--- src/rtl/tlf_pkg.sv ---
// tlf_pkg: constants for the temperature limit and fault response block.
// assumes a 40 MHz clock and 32-bit Avalon-MM register words, byte address = 4 * index.
package tlf_pkg;
    // register indices
    localparam logic [7:0] IDX_CTRL = 8'h01;
    localparam logic [7:0] IDX_CLEAR = 8'h03;
    localparam logic [7:0] IDX_WRPROT = 8'h10;
    localparam logic [7:0] IDX_OT_ACTION = 8'h50;
    localparam logic [7:0] IDX_OT_WARN = 8'h51;
    localparam logic [7:0] IDX_COLD_WARN = 8'h52;
    localparam logic [7:0] IDX_COLD_FAULT = 8'h53;
    localparam logic [7:0] IDX_STATUS = 8'h7d;
    // reset values
    localparam logic [7:0] RST_OT_ACTION = 8'h80;
    localparam logic [15:0] RST_OT_WARN = 16'heb70;
    localparam logic [15:0] RST_COLD_WARN = 16'hdc40;
    localparam logic [15:0] RST_COLD_FAULT = 16'he530;
    localparam logic [7:0] RST_CTRL = 8'h80;
    localparam logic [7:0] RST_WRPROT = 8'h00;
    // fault action byte layout
    localparam int RESP_HI = 7;
    localparam int RESP_LO = 6;
    localparam int RETRY_HI = 5;
    localparam int RETRY_LO = 3;
    localparam logic [1:0] RESP_DISABLE = 2'b10;
    localparam logic [2:0] RETRY_NONE = 3'b000;
    localparam logic [2:0] RETRY_CONT = 3'b111;
    localparam logic [2:0] ACTION_PAD = 3'b111;
    // control and protect bits
    localparam int CTRL_RUN_BIT = 7;
    localparam int WP_BIT = 7;
    // status bit positions
    localparam int ST_SUMMARY = 0;
    localparam int ST_COLD_FAULT = 1;
    localparam int ST_COLD_WARN = 2;
    localparam int ST_OT_WARN = 3;
    localparam int ST_OT_FAULT = 4;
    localparam int ST_SENSOR = 5;
    localparam int ST_DISABLED = 8;
    // linear-11 fields, sensor count and fixed-point fraction bits
    localparam int EXP_LO = 11;
    localparam int NSENSE = 3;
    localparam int TEMP_FRAC = 4;
    // retry delay
    localparam int RETRY_DELAY_MS = 210;
    localparam int CLK_HZ = 40_000_000;
    localparam int RETRY_CYCLES = RETRY_DELAY_MS * (CLK_HZ / 1000);
endpackage : tlf_pkg

--- src/rtl/tlf_retry_if.sv ---
// tlf_retry_if: start/expire handshake between the response sequencer and its delay timer.
// assumes both ends share one clock.
`timescale 1ns/1ps
`default_nettype none
interface tlf_retry_if;
    logic start;
    logic expired;
    modport seq (output start, input expired);
    modport tmr (input start, output expired);
endinterface : tlf_retry_if
`default_nettype wire

--- src/rtl/tlf_temp_protect.sv ---
// tlf_temp_protect: temperature limits, over-temperature fault response and status flags.
// assumes an Avalon-MM master with byte addresses and temperatures in 1/16 degree signed.
// Summary of operation
// - action code 10 disables output on over-temperature fault, then applies retry setting
// - configured fault pulls alert low and sets sticky flag until clear-faults
// - retry 000: output stays disabled until fault cleared
// - continuous retry restarts forever unless commanded off, bias lost, other fault
// - retry codes 001-110 unused; bits 2:0 read 111; retry wait 210 ms
// - action byte resets to 80h, read/write, write protected
// - overheat warning sets summary, warning bit, sensor flag, alerts host
// - any enabled sensor, internal or remote, can raise a warning
// - cold warning sets summary, cold warning bit, sensor flag, alerts host
// - cold fault sets summary, cold fault bit, sensor flag, alerts host
// - thresholds are linear-11: Y times 2 to the N
// - overheat warning threshold resets to EB70h, +110 C
// - cold warning threshold resets to DC40h, -30 C
// - cold fault threshold resets to E530h, -45 C
// - all limits readable, writable and honour write protection
//
// The implementer's own choice: the Avalon-MM register port.
`timescale 1ns/1ps
`default_nettype none
module tlf_temp_protect
    import tlf_pkg::*;
#(
    parameter int RETRY_DELAY_CYCLES = RETRY_CYCLES
) (
    input wire logic clk,
    input wire logic rstn,
    input wire logic [9:0] avs_address,
    input wire logic avs_read,
    input wire logic avs_write,
    input wire logic [31:0] avs_writedata,
    input wire logic [3:0] avs_byteenable,
    output logic [31:0] avs_readdata,
    output logic avs_waitrequest,
    input wire logic [15:0] internal_temperature,
    input wire logic [15:0] remote_temperature_input0,
    input wire logic [15:0] remote_temperature_input1,
    input wire logic [2:0] overheat_fault_detect,
    input wire logic control_pin_on,
    input wire logic bias_power_good,
    input wire logic other_fault_shutdown,
    output logic power_disable,
    output logic alert_output_n
);
    ////////////////////////////////////////////////////////////////////////////
    // registers
    logic [7:0] overheat_fault_action;
    logic [15:0] overheat_warning_threshold;
    logic [15:0] cold_warning_threshold;
    logic [15:0] cold_fault_threshold;
    logic [7:0] ctrl;
    logic [7:0] wrprot;
    logic [7:0] flags;

    typedef enum logic [2:0] {
        ST_RUN = 3'b001,
        ST_DOWN = 3'b010,
        ST_WAIT = 3'b100
    } tlf_state_t;
    tlf_state_t state;
    tlf_state_t next_state;

    tlf_retry_if rif ();

    ////////////////////////////////////////////////////////////////////////////
    // bus decode
    wire logic [7:0] index = avs_address[9:2];
    wire logic aligned = (avs_address[1:0] == 2'b00);
    wire logic wr_go = avs_write && !avs_waitrequest && aligned;
    wire logic protect = wrprot[WP_BIT];
    wire logic wr_open = wr_go && !protect;
    wire logic wr_action = wr_open && (index == IDX_OT_ACTION) && avs_byteenable[0];
    wire logic wr_otw = wr_open && (index == IDX_OT_WARN);
    wire logic wr_cw = wr_open && (index == IDX_COLD_WARN);
    wire logic wr_cf = wr_open && (index == IDX_COLD_FAULT);
    wire logic wr_ctrl = wr_open && (index == IDX_CTRL) && avs_byteenable[0];
    wire logic wr_wp = wr_go && (index == IDX_WRPROT) && avs_byteenable[0];
    wire logic clear_faults = wr_go && (index == IDX_CLEAR);

    // merge a 16-bit register with the written lanes
    function automatic logic [15:0] merge16(input logic [15:0] old, input logic [31:0] wd, input logic [3:0] be);
        merge16 = {be[1] ? wd[15:8] : old[15:8], be[0] ? wd[7:0] : old[7:0]};
    endfunction : merge16

    ////////////////////////////////////////////////////////////////////////////
    // action byte fields; unused retry codes behave as no retry
    wire logic [1:0] resp_code = overheat_fault_action[RESP_HI:RESP_LO];
    wire logic [2:0] retry_code = overheat_fault_action[RETRY_HI:RETRY_LO];
    wire logic resp_disable = (resp_code == RESP_DISABLE);
    wire logic retry_cont = (retry_code == RETRY_CONT);
    wire logic run_allowed = ctrl[CTRL_RUN_BIT] && control_pin_on && bias_power_good && !other_fault_shutdown;

    ////////////////////////////////////////////////////////////////////////////
    // thresholds to fixed point
    wire logic [15:0] thr_word [0:2];
    logic signed [31:0] thr_fix [0:2];
    assign thr_word[0] = overheat_warning_threshold;
    assign thr_word[1] = cold_warning_threshold;
    assign thr_word[2] = cold_fault_threshold;

    genvar gt;
    generate
        for (gt = 0; gt < 3; gt++) begin : g_thr
            tlf_lin11_to_fix #(.FRAC(TEMP_FRAC)) u_conv (
                .lin(thr_word[gt]),
                .value(thr_fix[gt])
            );
        end
    endgenerate

    ////////////////////////////////////////////////////////////////////////////
    // per-sensor comparisons; remote sensors count only when enabled
    wire logic [15:0] temp [0:NSENSE-1];
    wire logic [NSENSE-1:0] sensor_on = {ctrl[1:0], 1'b1};
    logic [NSENSE-1:0] otw_hit;
    logic [NSENSE-1:0] cw_hit;
    logic [NSENSE-1:0] cf_hit;
    logic [NSENSE-1:0] otf_hit;
    assign temp[0] = internal_temperature;
    assign temp[1] = remote_temperature_input0;
    assign temp[2] = remote_temperature_input1;

    genvar gs;
    generate
        for (gs = 0; gs < NSENSE; gs++) begin : g_sense
            wire logic signed [31:0] t_fix = {{16{temp[gs][15]}}, temp[gs]};
            assign otw_hit[gs] = sensor_on[gs] && (t_fix >= thr_fix[0]);
            assign cw_hit[gs] = sensor_on[gs] && (t_fix <= thr_fix[1]);
            assign cf_hit[gs] = sensor_on[gs] && (t_fix <= thr_fix[2]);
            assign otf_hit[gs] = sensor_on[gs] && overheat_fault_detect[gs] && resp_disable;
        end
    endgenerate

    ////////////////////////////////////////////////////////////////////////////
    // sticky flags; a new event in the clearing cycle survives
    wire logic ot_fault_now = |otf_hit;
    wire logic [NSENSE-1:0] sensor_ev = otw_hit | cw_hit | cf_hit | otf_hit;
    wire logic any_ev = |sensor_ev;
    logic [7:0] set_mask;
    always_comb begin
        set_mask = 8'h00;
        set_mask[ST_SUMMARY] = any_ev;
        set_mask[ST_COLD_FAULT] = |cf_hit;
        set_mask[ST_COLD_WARN] = |cw_hit;
        set_mask[ST_OT_WARN] = |otw_hit;
        set_mask[ST_OT_FAULT] = ot_fault_now;
        set_mask[ST_SENSOR+NSENSE-1:ST_SENSOR] = sensor_ev;
    end
    wire logic [7:0] next_flags = (clear_faults ? 8'h00 : flags) | set_mask;

    always_ff @(posedge clk or negedge rstn) begin
        if (!rstn) begin
            flags <= 8'h00;
            alert_output_n <= 1'b1;
        end else begin
            flags <= next_flags;
            alert_output_n <= ~(|next_flags);
        end
    end

    ////////////////////////////////////////////////////////////////////////////
    // fault response sequencer
    always_comb begin
        next_state = state;
        unique case (state)
            ST_RUN: begin
                if (ot_fault_now) begin
                    next_state = ST_DOWN;
                end
            end
            ST_DOWN: begin
                if (retry_cont && run_allowed) begin
                    next_state = ST_WAIT;
                end else if (clear_faults && !ot_fault_now) begin
                    next_state = ST_RUN;
                end
            end
            ST_WAIT: begin
                if (!run_allowed) begin
                    next_state = ST_DOWN;
                end else if (rif.expired && !ot_fault_now) begin
                    next_state = ST_RUN;
                end
            end
            default: next_state = ST_DOWN;
        endcase
    end

    // restart the delay on entry to waiting and after every failed attempt
    assign rif.start = ((state == ST_DOWN) && (next_state == ST_WAIT))
        || ((state == ST_WAIT) && rif.expired && ot_fault_now && run_allowed);

    tlf_retry_timer #(.CYCLES(RETRY_DELAY_CYCLES)) u_timer (
        .clk(clk),
        .rstn(rstn),
        .rif(rif)
    );

    always_ff @(posedge clk or negedge rstn) begin
        if (!rstn) begin
            state <= ST_RUN;
            power_disable <= 1'b0;
        end else begin
            state <= next_state;
            power_disable <= (next_state != ST_RUN) || !run_allowed;
        end
    end

    ////////////////////////////////////////////////////////////////////////////
    // register writes
    always_ff @(posedge clk or negedge rstn) begin
        if (!rstn) begin
            overheat_fault_action <= RST_OT_ACTION;
            overheat_warning_threshold <= RST_OT_WARN;
            cold_warning_threshold <= RST_COLD_WARN;
            cold_fault_threshold <= RST_COLD_FAULT;
            ctrl <= RST_CTRL;
            wrprot <= RST_WRPROT;
        end else begin
            if (wr_action) overheat_fault_action <= avs_writedata[7:0];
            if (wr_otw) overheat_warning_threshold <= merge16(overheat_warning_threshold, avs_writedata, avs_byteenable);
            if (wr_cw) cold_warning_threshold <= merge16(cold_warning_threshold, avs_writedata, avs_byteenable);
            if (wr_cf) cold_fault_threshold <= merge16(cold_fault_threshold, avs_writedata, avs_byteenable);
            if (wr_ctrl) ctrl <= avs_writedata[7:0];
            if (wr_wp) wrprot <= avs_writedata[7:0];
        end
    end

    ////////////////////////////////////////////////////////////////////////////
    // read mux; bits 2:0 of the action byte always read 111, unmapped reads zero
    logic [31:0] rd_mux;
    always_comb begin
        rd_mux = 32'h00000000;
        if (aligned) begin
            unique case (index)
                IDX_OT_ACTION: rd_mux[7:0] = {overheat_fault_action[7:3], ACTION_PAD};
                IDX_OT_WARN: rd_mux[15:0] = overheat_warning_threshold;
                IDX_COLD_WARN: rd_mux[15:0] = cold_warning_threshold;
                IDX_COLD_FAULT: rd_mux[15:0] = cold_fault_threshold;
                IDX_CTRL: rd_mux[7:0] = ctrl;
                IDX_WRPROT: rd_mux[7:0] = wrprot;
                IDX_STATUS: rd_mux[ST_DISABLED:0] = {power_disable, flags};
                default: rd_mux = 32'h00000000;
            endcase
        end
    end

    // one wait state per access: waitrequest drops for exactly one cycle
    always_ff @(posedge clk or negedge rstn) begin
        if (!rstn) begin
            avs_waitrequest <= 1'b1;
            avs_readdata <= 32'h00000000;
        end else begin
            avs_waitrequest <= !((avs_read || avs_write) && avs_waitrequest);
            if (avs_read && avs_waitrequest) avs_readdata <= rd_mux;
        end
    end
endmodule : tlf_temp_protect
`default_nettype wire

--- src/rtl/tlf_lin11_to_fix.sv ---
// tlf_lin11_to_fix: converts a linear-11 word into signed fixed point with FRAC fraction bits.
// assumes FRAC is small enough that the result fits in 32 bits.
`timescale 1ns/1ps
`default_nettype none
module tlf_lin11_to_fix
    import tlf_pkg::*;
#(
    parameter int FRAC = TEMP_FRAC
) (
    input wire logic [15:0] lin,
    output logic signed [31:0] value
);
    wire logic signed [4:0] expo = lin[15:EXP_LO];
    wire logic signed [31:0] mant = {{21{lin[EXP_LO-1]}}, lin[EXP_LO-1:0]};
    wire logic signed [6:0] shift = 7'(expo) + 7'(FRAC);
    wire logic [5:0] lsh = shift[5:0];
    wire logic [5:0] rsh = 6'(-shift);

    // value = Y * 2^N; right shifts floor toward minus infinity, a sixteenth of a degree at most
    assign value = shift[6] ? (mant >>> rsh) : (mant <<< lsh);
endmodule : tlf_lin11_to_fix
`default_nettype wire

--- src/rtl/tlf_retry_timer.sv ---
// tlf_retry_timer: one-shot delay between restart attempts.
// assumes start is a one-cycle pulse; a new start restarts the count.
`timescale 1ns/1ps
`default_nettype none
module tlf_retry_timer
    import tlf_pkg::*;
#(
    parameter int CYCLES = RETRY_CYCLES
) (
    input wire logic clk,
    input wire logic rstn,
    tlf_retry_if.tmr rif
);
    logic [23:0] count;
    logic running;

    // count down, pulse expired on the last cycle
    always_ff @(posedge clk or negedge rstn) begin
        if (!rstn) begin
            count <= 24'h000000;
            running <= 1'b0;
            rif.expired <= 1'b0;
        end else begin
            rif.expired <= running && (count == 24'h000001);
            if (rif.start) begin
                count <= 24'(CYCLES);
                running <= 1'b1;
            end else if (running) begin
                count <= count - 24'h000001;
                running <= (count != 24'h000001);
            end
        end
    end
endmodule : tlf_retry_timer
`default_nettype wire

--- config.mk ---
export PLATFORM = sky130hd
export DESIGN_NAME = tlf_temp_protect
export DESIGN_NICKNAME = d
export VERILOG_FILES = /design/src/rtl/tlf_pkg.sv /design/src/rtl/tlf_retry_if.sv /design/src/rtl/tlf_temp_protect.sv /design/src/rtl/tlf_lin11_to_fix.sv /design/src/rtl/tlf_retry_timer.sv
export SDC_FILE = /design/constraint.sdc
export NUM_CORES = 1
export LEC_CHECK = 0
export ABC_AREA = 1
export ABC_CLOCK_PERIOD_IN_PS = 4430
export BUFFER_PORTS_ARGS = -buffer_cell sky130_fd_sc_hd__buf_2
export CORE_MARGIN = 1.5
export CORE_UTILIZATION = 45
export CTS_CLUSTER_SIZE = 12
export DETAILED_ROUTE_END_ITERATION = 8
export PLACE_DENSITY = 0.72
export SETUP_SLACK_MARGIN = 0.4
export SYNTH_ARGS = -nofsm -noshare
export SYNTH_HDL_FRONTEND = slang
export SYNTH_SLANG_ARGS = --single-unit
--- constraint.sdc ---
create_clock -name clk -period 4.43 [get_ports clk]
set_input_delay 0.6645 -clock clk [delete_from_list [all_inputs] [get_ports clk]]
set_output_delay 0.6645 -clock clk [all_outputs]
set_load 0.01 [all_outputs]
==> run metrics, run 1 <==
Vias/cell=~5.6; critical path required time=between 4 and 5 ns; Core Region=36,900 um^2; H-tree levels=4; slowest cell on the critical path=dfstp_2; Bufs and invs on worst path=3; cell area power density=about 160 nW/um^2; gpl congestion=about 0.98; Final setup viols=0; ys async rst share=100%; total internal power=between 0.002 and 0.0025 W; grt total ovfl=0; Yosys top cell area share=between 20 and 25%; Worst setup SP type=register; Pleak=around 9.5 nW; Crit Path Class=register to register; post-route clock skew=around 0.011 ns; DR vias=~19,000; sequential fraction of the synthesis area=about a fifth; DR iter-0 viols=1,781; area delta synth->final=19.6%; Mean Syn Cell Area=~6.5 um^2; drt wl/cell=between 15 and 20 um; placed cells=between 3,000 and 4,000; synthesized area=around 17,000 um^2; DRT Wirelength=roughly 58,000 um; measured slew at the worst slew-check pin=around 0.84 ns; largest net degree at the start of global routing=66; fin nets=around 3,200; total power=around 0.0033 W; worst hold path type=input pin to async pin; Final Hold Vio Count=0; Clk pwr share=between 40 and 50%; GRT Util Overall=28.6%; initial antenna violation count=3; CTS clk-pin slew, worst paths=~0.06 ns; clock buffer depth=2; Root Driver=clkbuf_16; layout cells sized above 1=roughly 18%; Worst-Skew Late Latency=0.42 ns; starting density of the core=about 46%; I/O Pins=139; status=completed; Post-synth EDFFs=0; Final ANT Viol Nets=0; relative slew slack=about 44%; slowest stage delay, CP=roughly 0.65 ns; max cap viols=0; die height=between 150 and 200 um; worst ir drop on vdd=roughly 0.00032 V; first drt pass iteration count=6; number of clock sinks=around 130; number of global-route vias before repair=around 17,000; unrepaired setup endpoints after global routing=yes; global routing's busiest layer=met2; setup TNS=0 ns; most numerous cell on the critical path=nand2_2; Ys Warns=0; first-pass GRT wire length=88,400 um; Yosys cell types=between 50 and 60; CP Capture Type=register; Post-Syn Instances=between 2,000 and 3,000; input/output buffers=~100; achievable frequency=0.246 GHz; met3 global-route usage=approximately 3.2%; die area=38,800 um^2; Switching Share=30.8%; Comb pwr share=a little over a fifth; sequential power share=35.8%; TritonCTS clock tree=done; fin cells=3,328; ys flop type=dfrtp_1; critical path cell sequence=ha_4 > or2_1 > nand2_2 > xor2_2 > inv_2 > o21ai_4 > clkinvlp_4 > a21oi_4 > nor2_2 > ha_1 > a21oi_2 > o21ai_1 > a21oi_1 > nand2_1 > nand2_1 > nand2_1 > nand2_2 > nand3_4 > nand2_2 > nand2_2 > nor2_4 > buf_4 > nand4_1 > nor2_2; crit path DAT=between 4 and 5 ns; chip width=~200 um; synthesized flop and latch total=roughly 130; hpwl dp=about 46,000 um; total CTS buffers=17; DRC=0; largest fanout on the critical path=6; CP delay by family, top=simple AND/OR/NAND/NOR gates; top cell type by total area after synthesis=ha_1; placement row count=70; grt met1 use=between 30 and 40%; fin crit share=around nine tenths; met2 GRT Util=between 40% and 50%; crit path time final=4.06 ns; # hold bufs at CTS=0; dominant cells by area after synthesis=ha_1, nand2_1, dfrtp_1; Slew Viols, Final=0; sw power=approximately 0.0010 W
[layout make-up]
type	instances	area (um^2)
Timing Repair Buffer	223	1490
Inverter	327	1260
Fill cell	3596	16600
Multi-Input combinational cell	2111	13100
Sequential cell	125	3160
Clock inverter	15	163
Timing Repair inverter	3	20.0
Clock buffer	17	425
Tap cell	504	631
Antenna cell	3	7.51
[placed cells by master, fill, tap and decap left out, types with 19 or more instances in the layout]
cell / instances
o21ai_1: 76
dfrtp_1: 97
nand2_1: 653
inv_1: 276
nor2_1: 193
a21oi_1: 224
a21oi_2: 32
nand2_2: 34
buf_4: 105
buf_2: 104
nor2_2: 19
nand4_1: 32
inv_2: 40
o21a_1: 20
dfstp_2: 27
o21ai_0: 227
nand3_1: 72
ha_1: 286
[routing by layer]
| layer | share of wire, % | routed length (um) |
|---|---|---|
| met5 | 0 | 0 |
| met2 | 46 | 26200 |
| met3 | 7.1 | 4100 |
| met4 | 2.7 | 1540 |
| met1 | 45 | 25700 |
[power by group through the flow]
| stage | clock network [W] | logic (W) | registers, W |
|---|---|---|---|
| after CTS | 0.00140 | 0.000662 | 0.00117 |
| after floorplan | 0 | 0.000402 | 0.00119 |
| final | 0.00140 | 0.000700 | 0.00117 |
| after global placement | 0 | 0.000618 | 0.00119 |
| after global routing | 0.00146 | 0.000799 | 0.00117 |
| after detailed placement | 0 | 0.000654 | 0.00119 |
[registers in the layout (all words and copies together), names as in the netlist]
signal	cells
u_timer.count	24
u_timer.rif.expired	1
flags	8
avs_readdata	16
state	3
cold_fault_threshold	16
overheat_fault_action	5
power_disable	1
avs_waitrequest	1
alert_output_n	1
u_timer.running	1
overheat_warning_threshold	16
cold_warning_threshold	16
wrprot	8
ctrl	8
[worst paths after layout]
| kind | from | endpoint | slack, ns | depth (start not counted) |
|---|---|---|---|---|
| max | cold_fault_threshold[13]$_DFFE_PN1P_ | alert_output_n$_DFF_PN1_ | 0.37 | 24 |
| min | rstn | u_timer.running$_DFF_PN0_ | 0.35 | 1 |
| max reg2reg | cold_fault_threshold[13]$_DFFE_PN1P_ | alert_output_n$_DFF_PN1_ | 0.37 | 24 |
| min reg2reg | avs_readdata[5]$_DFFE_PN0P_ | avs_readdata[5]$_DFFE_PN0P_ | 0.48 | 2 |
| max in group asynchronous | rstn | overheat_warning_threshold[6]$_DFFE_PN1P_ | 3.10 | 2 |
| min in group clk | avs_read | avs_waitrequest$_DFF_PN1_ | 0.40 | 2 |
[synth_stat cells (9+ instances only)]
cell / n
buf_4: 17
nand3_1: 81
xor2_1: 9
nor3_1: 18
o21a_1: 20
o211ai_1: 9
nor4_1: 10
nor2_1: 219
ha_1: 299
o21ai_0: 280
o21ai_1: 37
a221oi_1: 10
a22o_1: 11
a21oi_1: 256
buf_2: 12
dfstp_2: 27
inv_2: 37
nand4_1: 32
clkbuf_1: 39
a31oi_1: 20
inv_1: 287
dfrtp_1: 98
nand2_1: 690
[through the flow]
stage                     worst slack, ns  util, %  hold slack, ns  instance area, um^2
final                               0.369     55.0           0.351                20300
after floorplan                     0.459        -           0.369                17000
after detailed placement           0.0731     50.0           0.473                18400
after global routing                0.108     55.0           0.397                20300
after global placement              0.170     50.0           0.467                18400
after CTS                           0.415     52.3           0.378                19300
[cell families (layout without fill, tap and decap cells)]
kind of cell / count (synthesis) / count (layout) / synth area share [%]
adder cells (fa/ha/maj): 299 / 299 / 22.1
AO/OA/AOI/OAI: 699 / 699 / 22.7
XOR/XNOR: 17 / 17 / 0.923
flip-flops: 125 / 125 / 18.7
buffers and inverters: 401 / 585 / 9.35
AND/OR/NAND/NOR: 1077 / 1077 / 26.1
other: 1 / 19 / 0.0221
multiplexers: 3 / 3 / 0.177
[worst register-to-register path: stages (launching register included)]
cell and delay, ns:
dfstp_2 0.65, ha_4 0.16, or2_1 0.10, nand2_2 0.09
xor2_2 0.26, inv_2 0.09, o21ai_4 0.22, clkinvlp_4 0.22
a21oi_4 0.24, nor2_2 0.09, ha_1 0.31, a21oi_2 0.14
o21ai_1 0.07, a21oi_1 0.19, nand2_1 0.14, nand2_1 0.10
nand2_1 0.06, nand2_2 0.08, nand3_4 0.11, nand2_2 0.10
nand2_2 0.08, nor2_4 0.14, buf_4 0.12, nand4_1 0.10
nor2_2 0.10
[what timing repair did]
item                                    CTS  global route
endpoints found under the setup margin    6             8
buffers inserted                          9            29
cloned                                    0             4
gates resized for setup                  59           221
pin swaps                                 5            71
No activity file was read; power rests on OpenSTA's default activity.
==> run 2: changes to the inputs <==
--- a/config.mk
+++ b/config.mk
@@ -9,10 +9,10 @@
 export ABC_CLOCK_PERIOD_IN_PS = 4430
 export BUFFER_PORTS_ARGS = -buffer_cell sky130_fd_sc_hd__buf_2
 export CORE_MARGIN = 1.5
-export CORE_UTILIZATION = 45
+export CORE_UTILIZATION = 55
 export CTS_CLUSTER_SIZE = 12
 export DETAILED_ROUTE_END_ITERATION = 8
-export PLACE_DENSITY = 0.72
+export PLACE_DENSITY = 0.83
 export SETUP_SLACK_MARGIN = 0.4
 export SYNTH_ARGS = -nofsm -noshare
 export SYNTH_HDL_FRONTEND = slang
==> run metrics, run 2 (synthesis gave the netlist of run 1 again) <==
Final Hold Vio Count=0; Pleak=roughly 9.5 nW; H-tree levels=4; most common cell after layout, fill and taps aside=nand2_1; footprint of the multi-input gates=13,000 um^2; achievable frequency=roughly 0.25 GHz; Worst-Skew Late Latency=between 0.4 and 0.5 ns; crit path DAT=between 4 and 5 ns; Worst Setup SP=cold_fault_threshold[14]$_DFFE_PN1P_; Post-Route Utilization=around two thirds; grt total ovfl=0; first-pass GRT wire length=87,900 um; status=completed; fill count=between 2,000 and 3,000; Vias/cell=5.89; worst hold path type=input pin to async pin; Root Driver=clkbuf_16; register area=3160 um^2; GRT Util Overall=around a third; initial antenna violation count=0; Crit Path Class=register to register; worst ir drop on vdd=0.000377 V; placement row count=64; die height=roughly 180 um; number of clock sinks=roughly 130; DR vias=18,900; layout cells sized above 1=17.1%; Core Region=between 30,000 and 40,000 um^2; measured slew at the worst slew-check pin=0.826 ns; Worst setup SP type=register; max cap viols=0; fin cells=between 3,000 and 4,000; input/output buffers=between 100 and 150; pre-CTS setup slack=-0.0328 ns; DRC=0; largest net degree at the start of global routing=67; CTS clk-pin slew, worst paths=roughly 0.06 ns; drt wl/cell=about 18 um; met3 global-route usage=5.48%; placed cells=approximately 3,100; relative slew slack=45.0%; area delta synth->final=17.9%; grt met1 use=between 40% and 50%; reg2reg start=cold_fault_threshold[14]$_DFFE_PN1P_; Final WS setup=about 0.38 ns; clock buffer depth=2; unrepaired setup endpoints after global routing=yes; cell area power density=167 nW/um^2; chip width=179 um; die area=between 30,000 and 40,000 um^2; largest fanout on the critical path=6; diode count=0; post-route clock skew=roughly 0.012 ns; fin nets=roughly 3,200; first drt pass iteration count=6; most frequent cells in the layout=nand2_1, ha_1, inv_1, a21oi_1, o21ai_0; I/O Pins=around 140; number of global-route vias before repair=roughly 17,000; fin crit share=91.4%; Final setup viols=0; Biggest register=u_timer.count; crit path time final=between 4 and 5 ns; CP Capture Type=register; total CTS buffers=17; total power=0.00334 W; max reg flops=24; DRT Wirelength=56,800 um; gpl congestion=roughly 1; global routing's busiest layer=met2; Final ANT Viol Nets=0; critical path required time=roughly 4.8 ns; DR iter-0 viols=2,004; met2 GRT Util=between 50 and 60%; TritonCTS clock tree=done; starting density of the core=between 50 and 60%; hpwl dp=around 45,000 um; Slew Viols, Final=0
run 2: path summary, 6_finish.rpt:
kind / endpoint / slack [ns] / cells after the start
hold reg to reg: avs_readdata[13]$_DFFE_PN0P_ / 0.49 / 2
setup / recovery: alert_output_n$_DFF_PN1_ / 0.38 / 27
min in group clk: avs_waitrequest$_DFF_PN1_ / 0.40 / 2
hold / removal: u_timer.count[3]$_DFFE_PN0P_ / 0.34 / 1
max in group asynchronous: cold_fault_threshold[10]$_DFFE_PN1P_ / 3.12 / 2
setup reg to reg: alert_output_n$_DFF_PN1_ / 0.38 / 27
run 2: power breakdown:
group | switching, W | internal [W] | leakage [nW]
clock network | 0.000536 | 0.000939 | 0.295
registers | 0.0000122 | 0.00116 | 1.51
logic | 0.000437 | 0.000258 | 7.72
run 2: metal layers:
layer	vias up	wire length [um]
met5	-	0
met4	0	2370
met3	162	4450
met2	885	25800
met1	8652	24200
li1	9221	-
run 2: cell type report:
cell class	count	area share (%)
clock buffer	17	2.13
clock inverter	15	0.983
inverter	327	6.22
multi-input combinational	2111	65.0
sequential	125	15.8
tap	396	2.48
timing repair buffer	222	7.33
run 2: repair_timing:
| action | in CTS | in global routing |
|---|---|---|
| gates resized for setup | 69 | 161 |
| pin swaps | 8 | 41 |
| endpoints found under the setup margin | 7 | 8 |
| setup buffers | 18 | 18 |
| hold buffers | 0 | 0 |
run 2: critical path, stage by stage, from the launching register on:
cell and delay [ns]:
dfstp_2 0.63, ha_1 0.20, or2_1 0.12, nand2_2 0.11, xor2_4 0.22, buf_12 0.14
a21oi_4 0.14, o21ai_0 0.12, a21oi_1 0.21, a31oi_2 0.10, ha_1 0.34, nand2_1 0.05
inv_1 0.07, nand2_1 0.05, nand2_1 0.06, nand2_1 0.05, nand2_1 0.09, nand2_1 0.06
nand2_1 0.16, nand2_1 0.10, nand3_1 0.10, nand3_2 0.15, nand2_1 0.12, nand2_1 0.10
nor2_4 0.14, buf_4 0.12, nand4_1 0.10, nor2_1 0.12
run 2: per-stage QoR:
| step | setup TNS [ns] | hold WS (ns) | area, um^2 |
|---|---|---|---|
| after floorplan | 0 | 0.369 | 17000 |
| after global placement | 0 | 0.466 | 18300 |
| after detailed placement | -0.0328 | 0.479 | 18300 |
| after CTS | 0 | 0.361 | 19300 |
| after global routing | 0 | 0.399 | 20000 |
| final | 0 | 0.335 | 20000 |
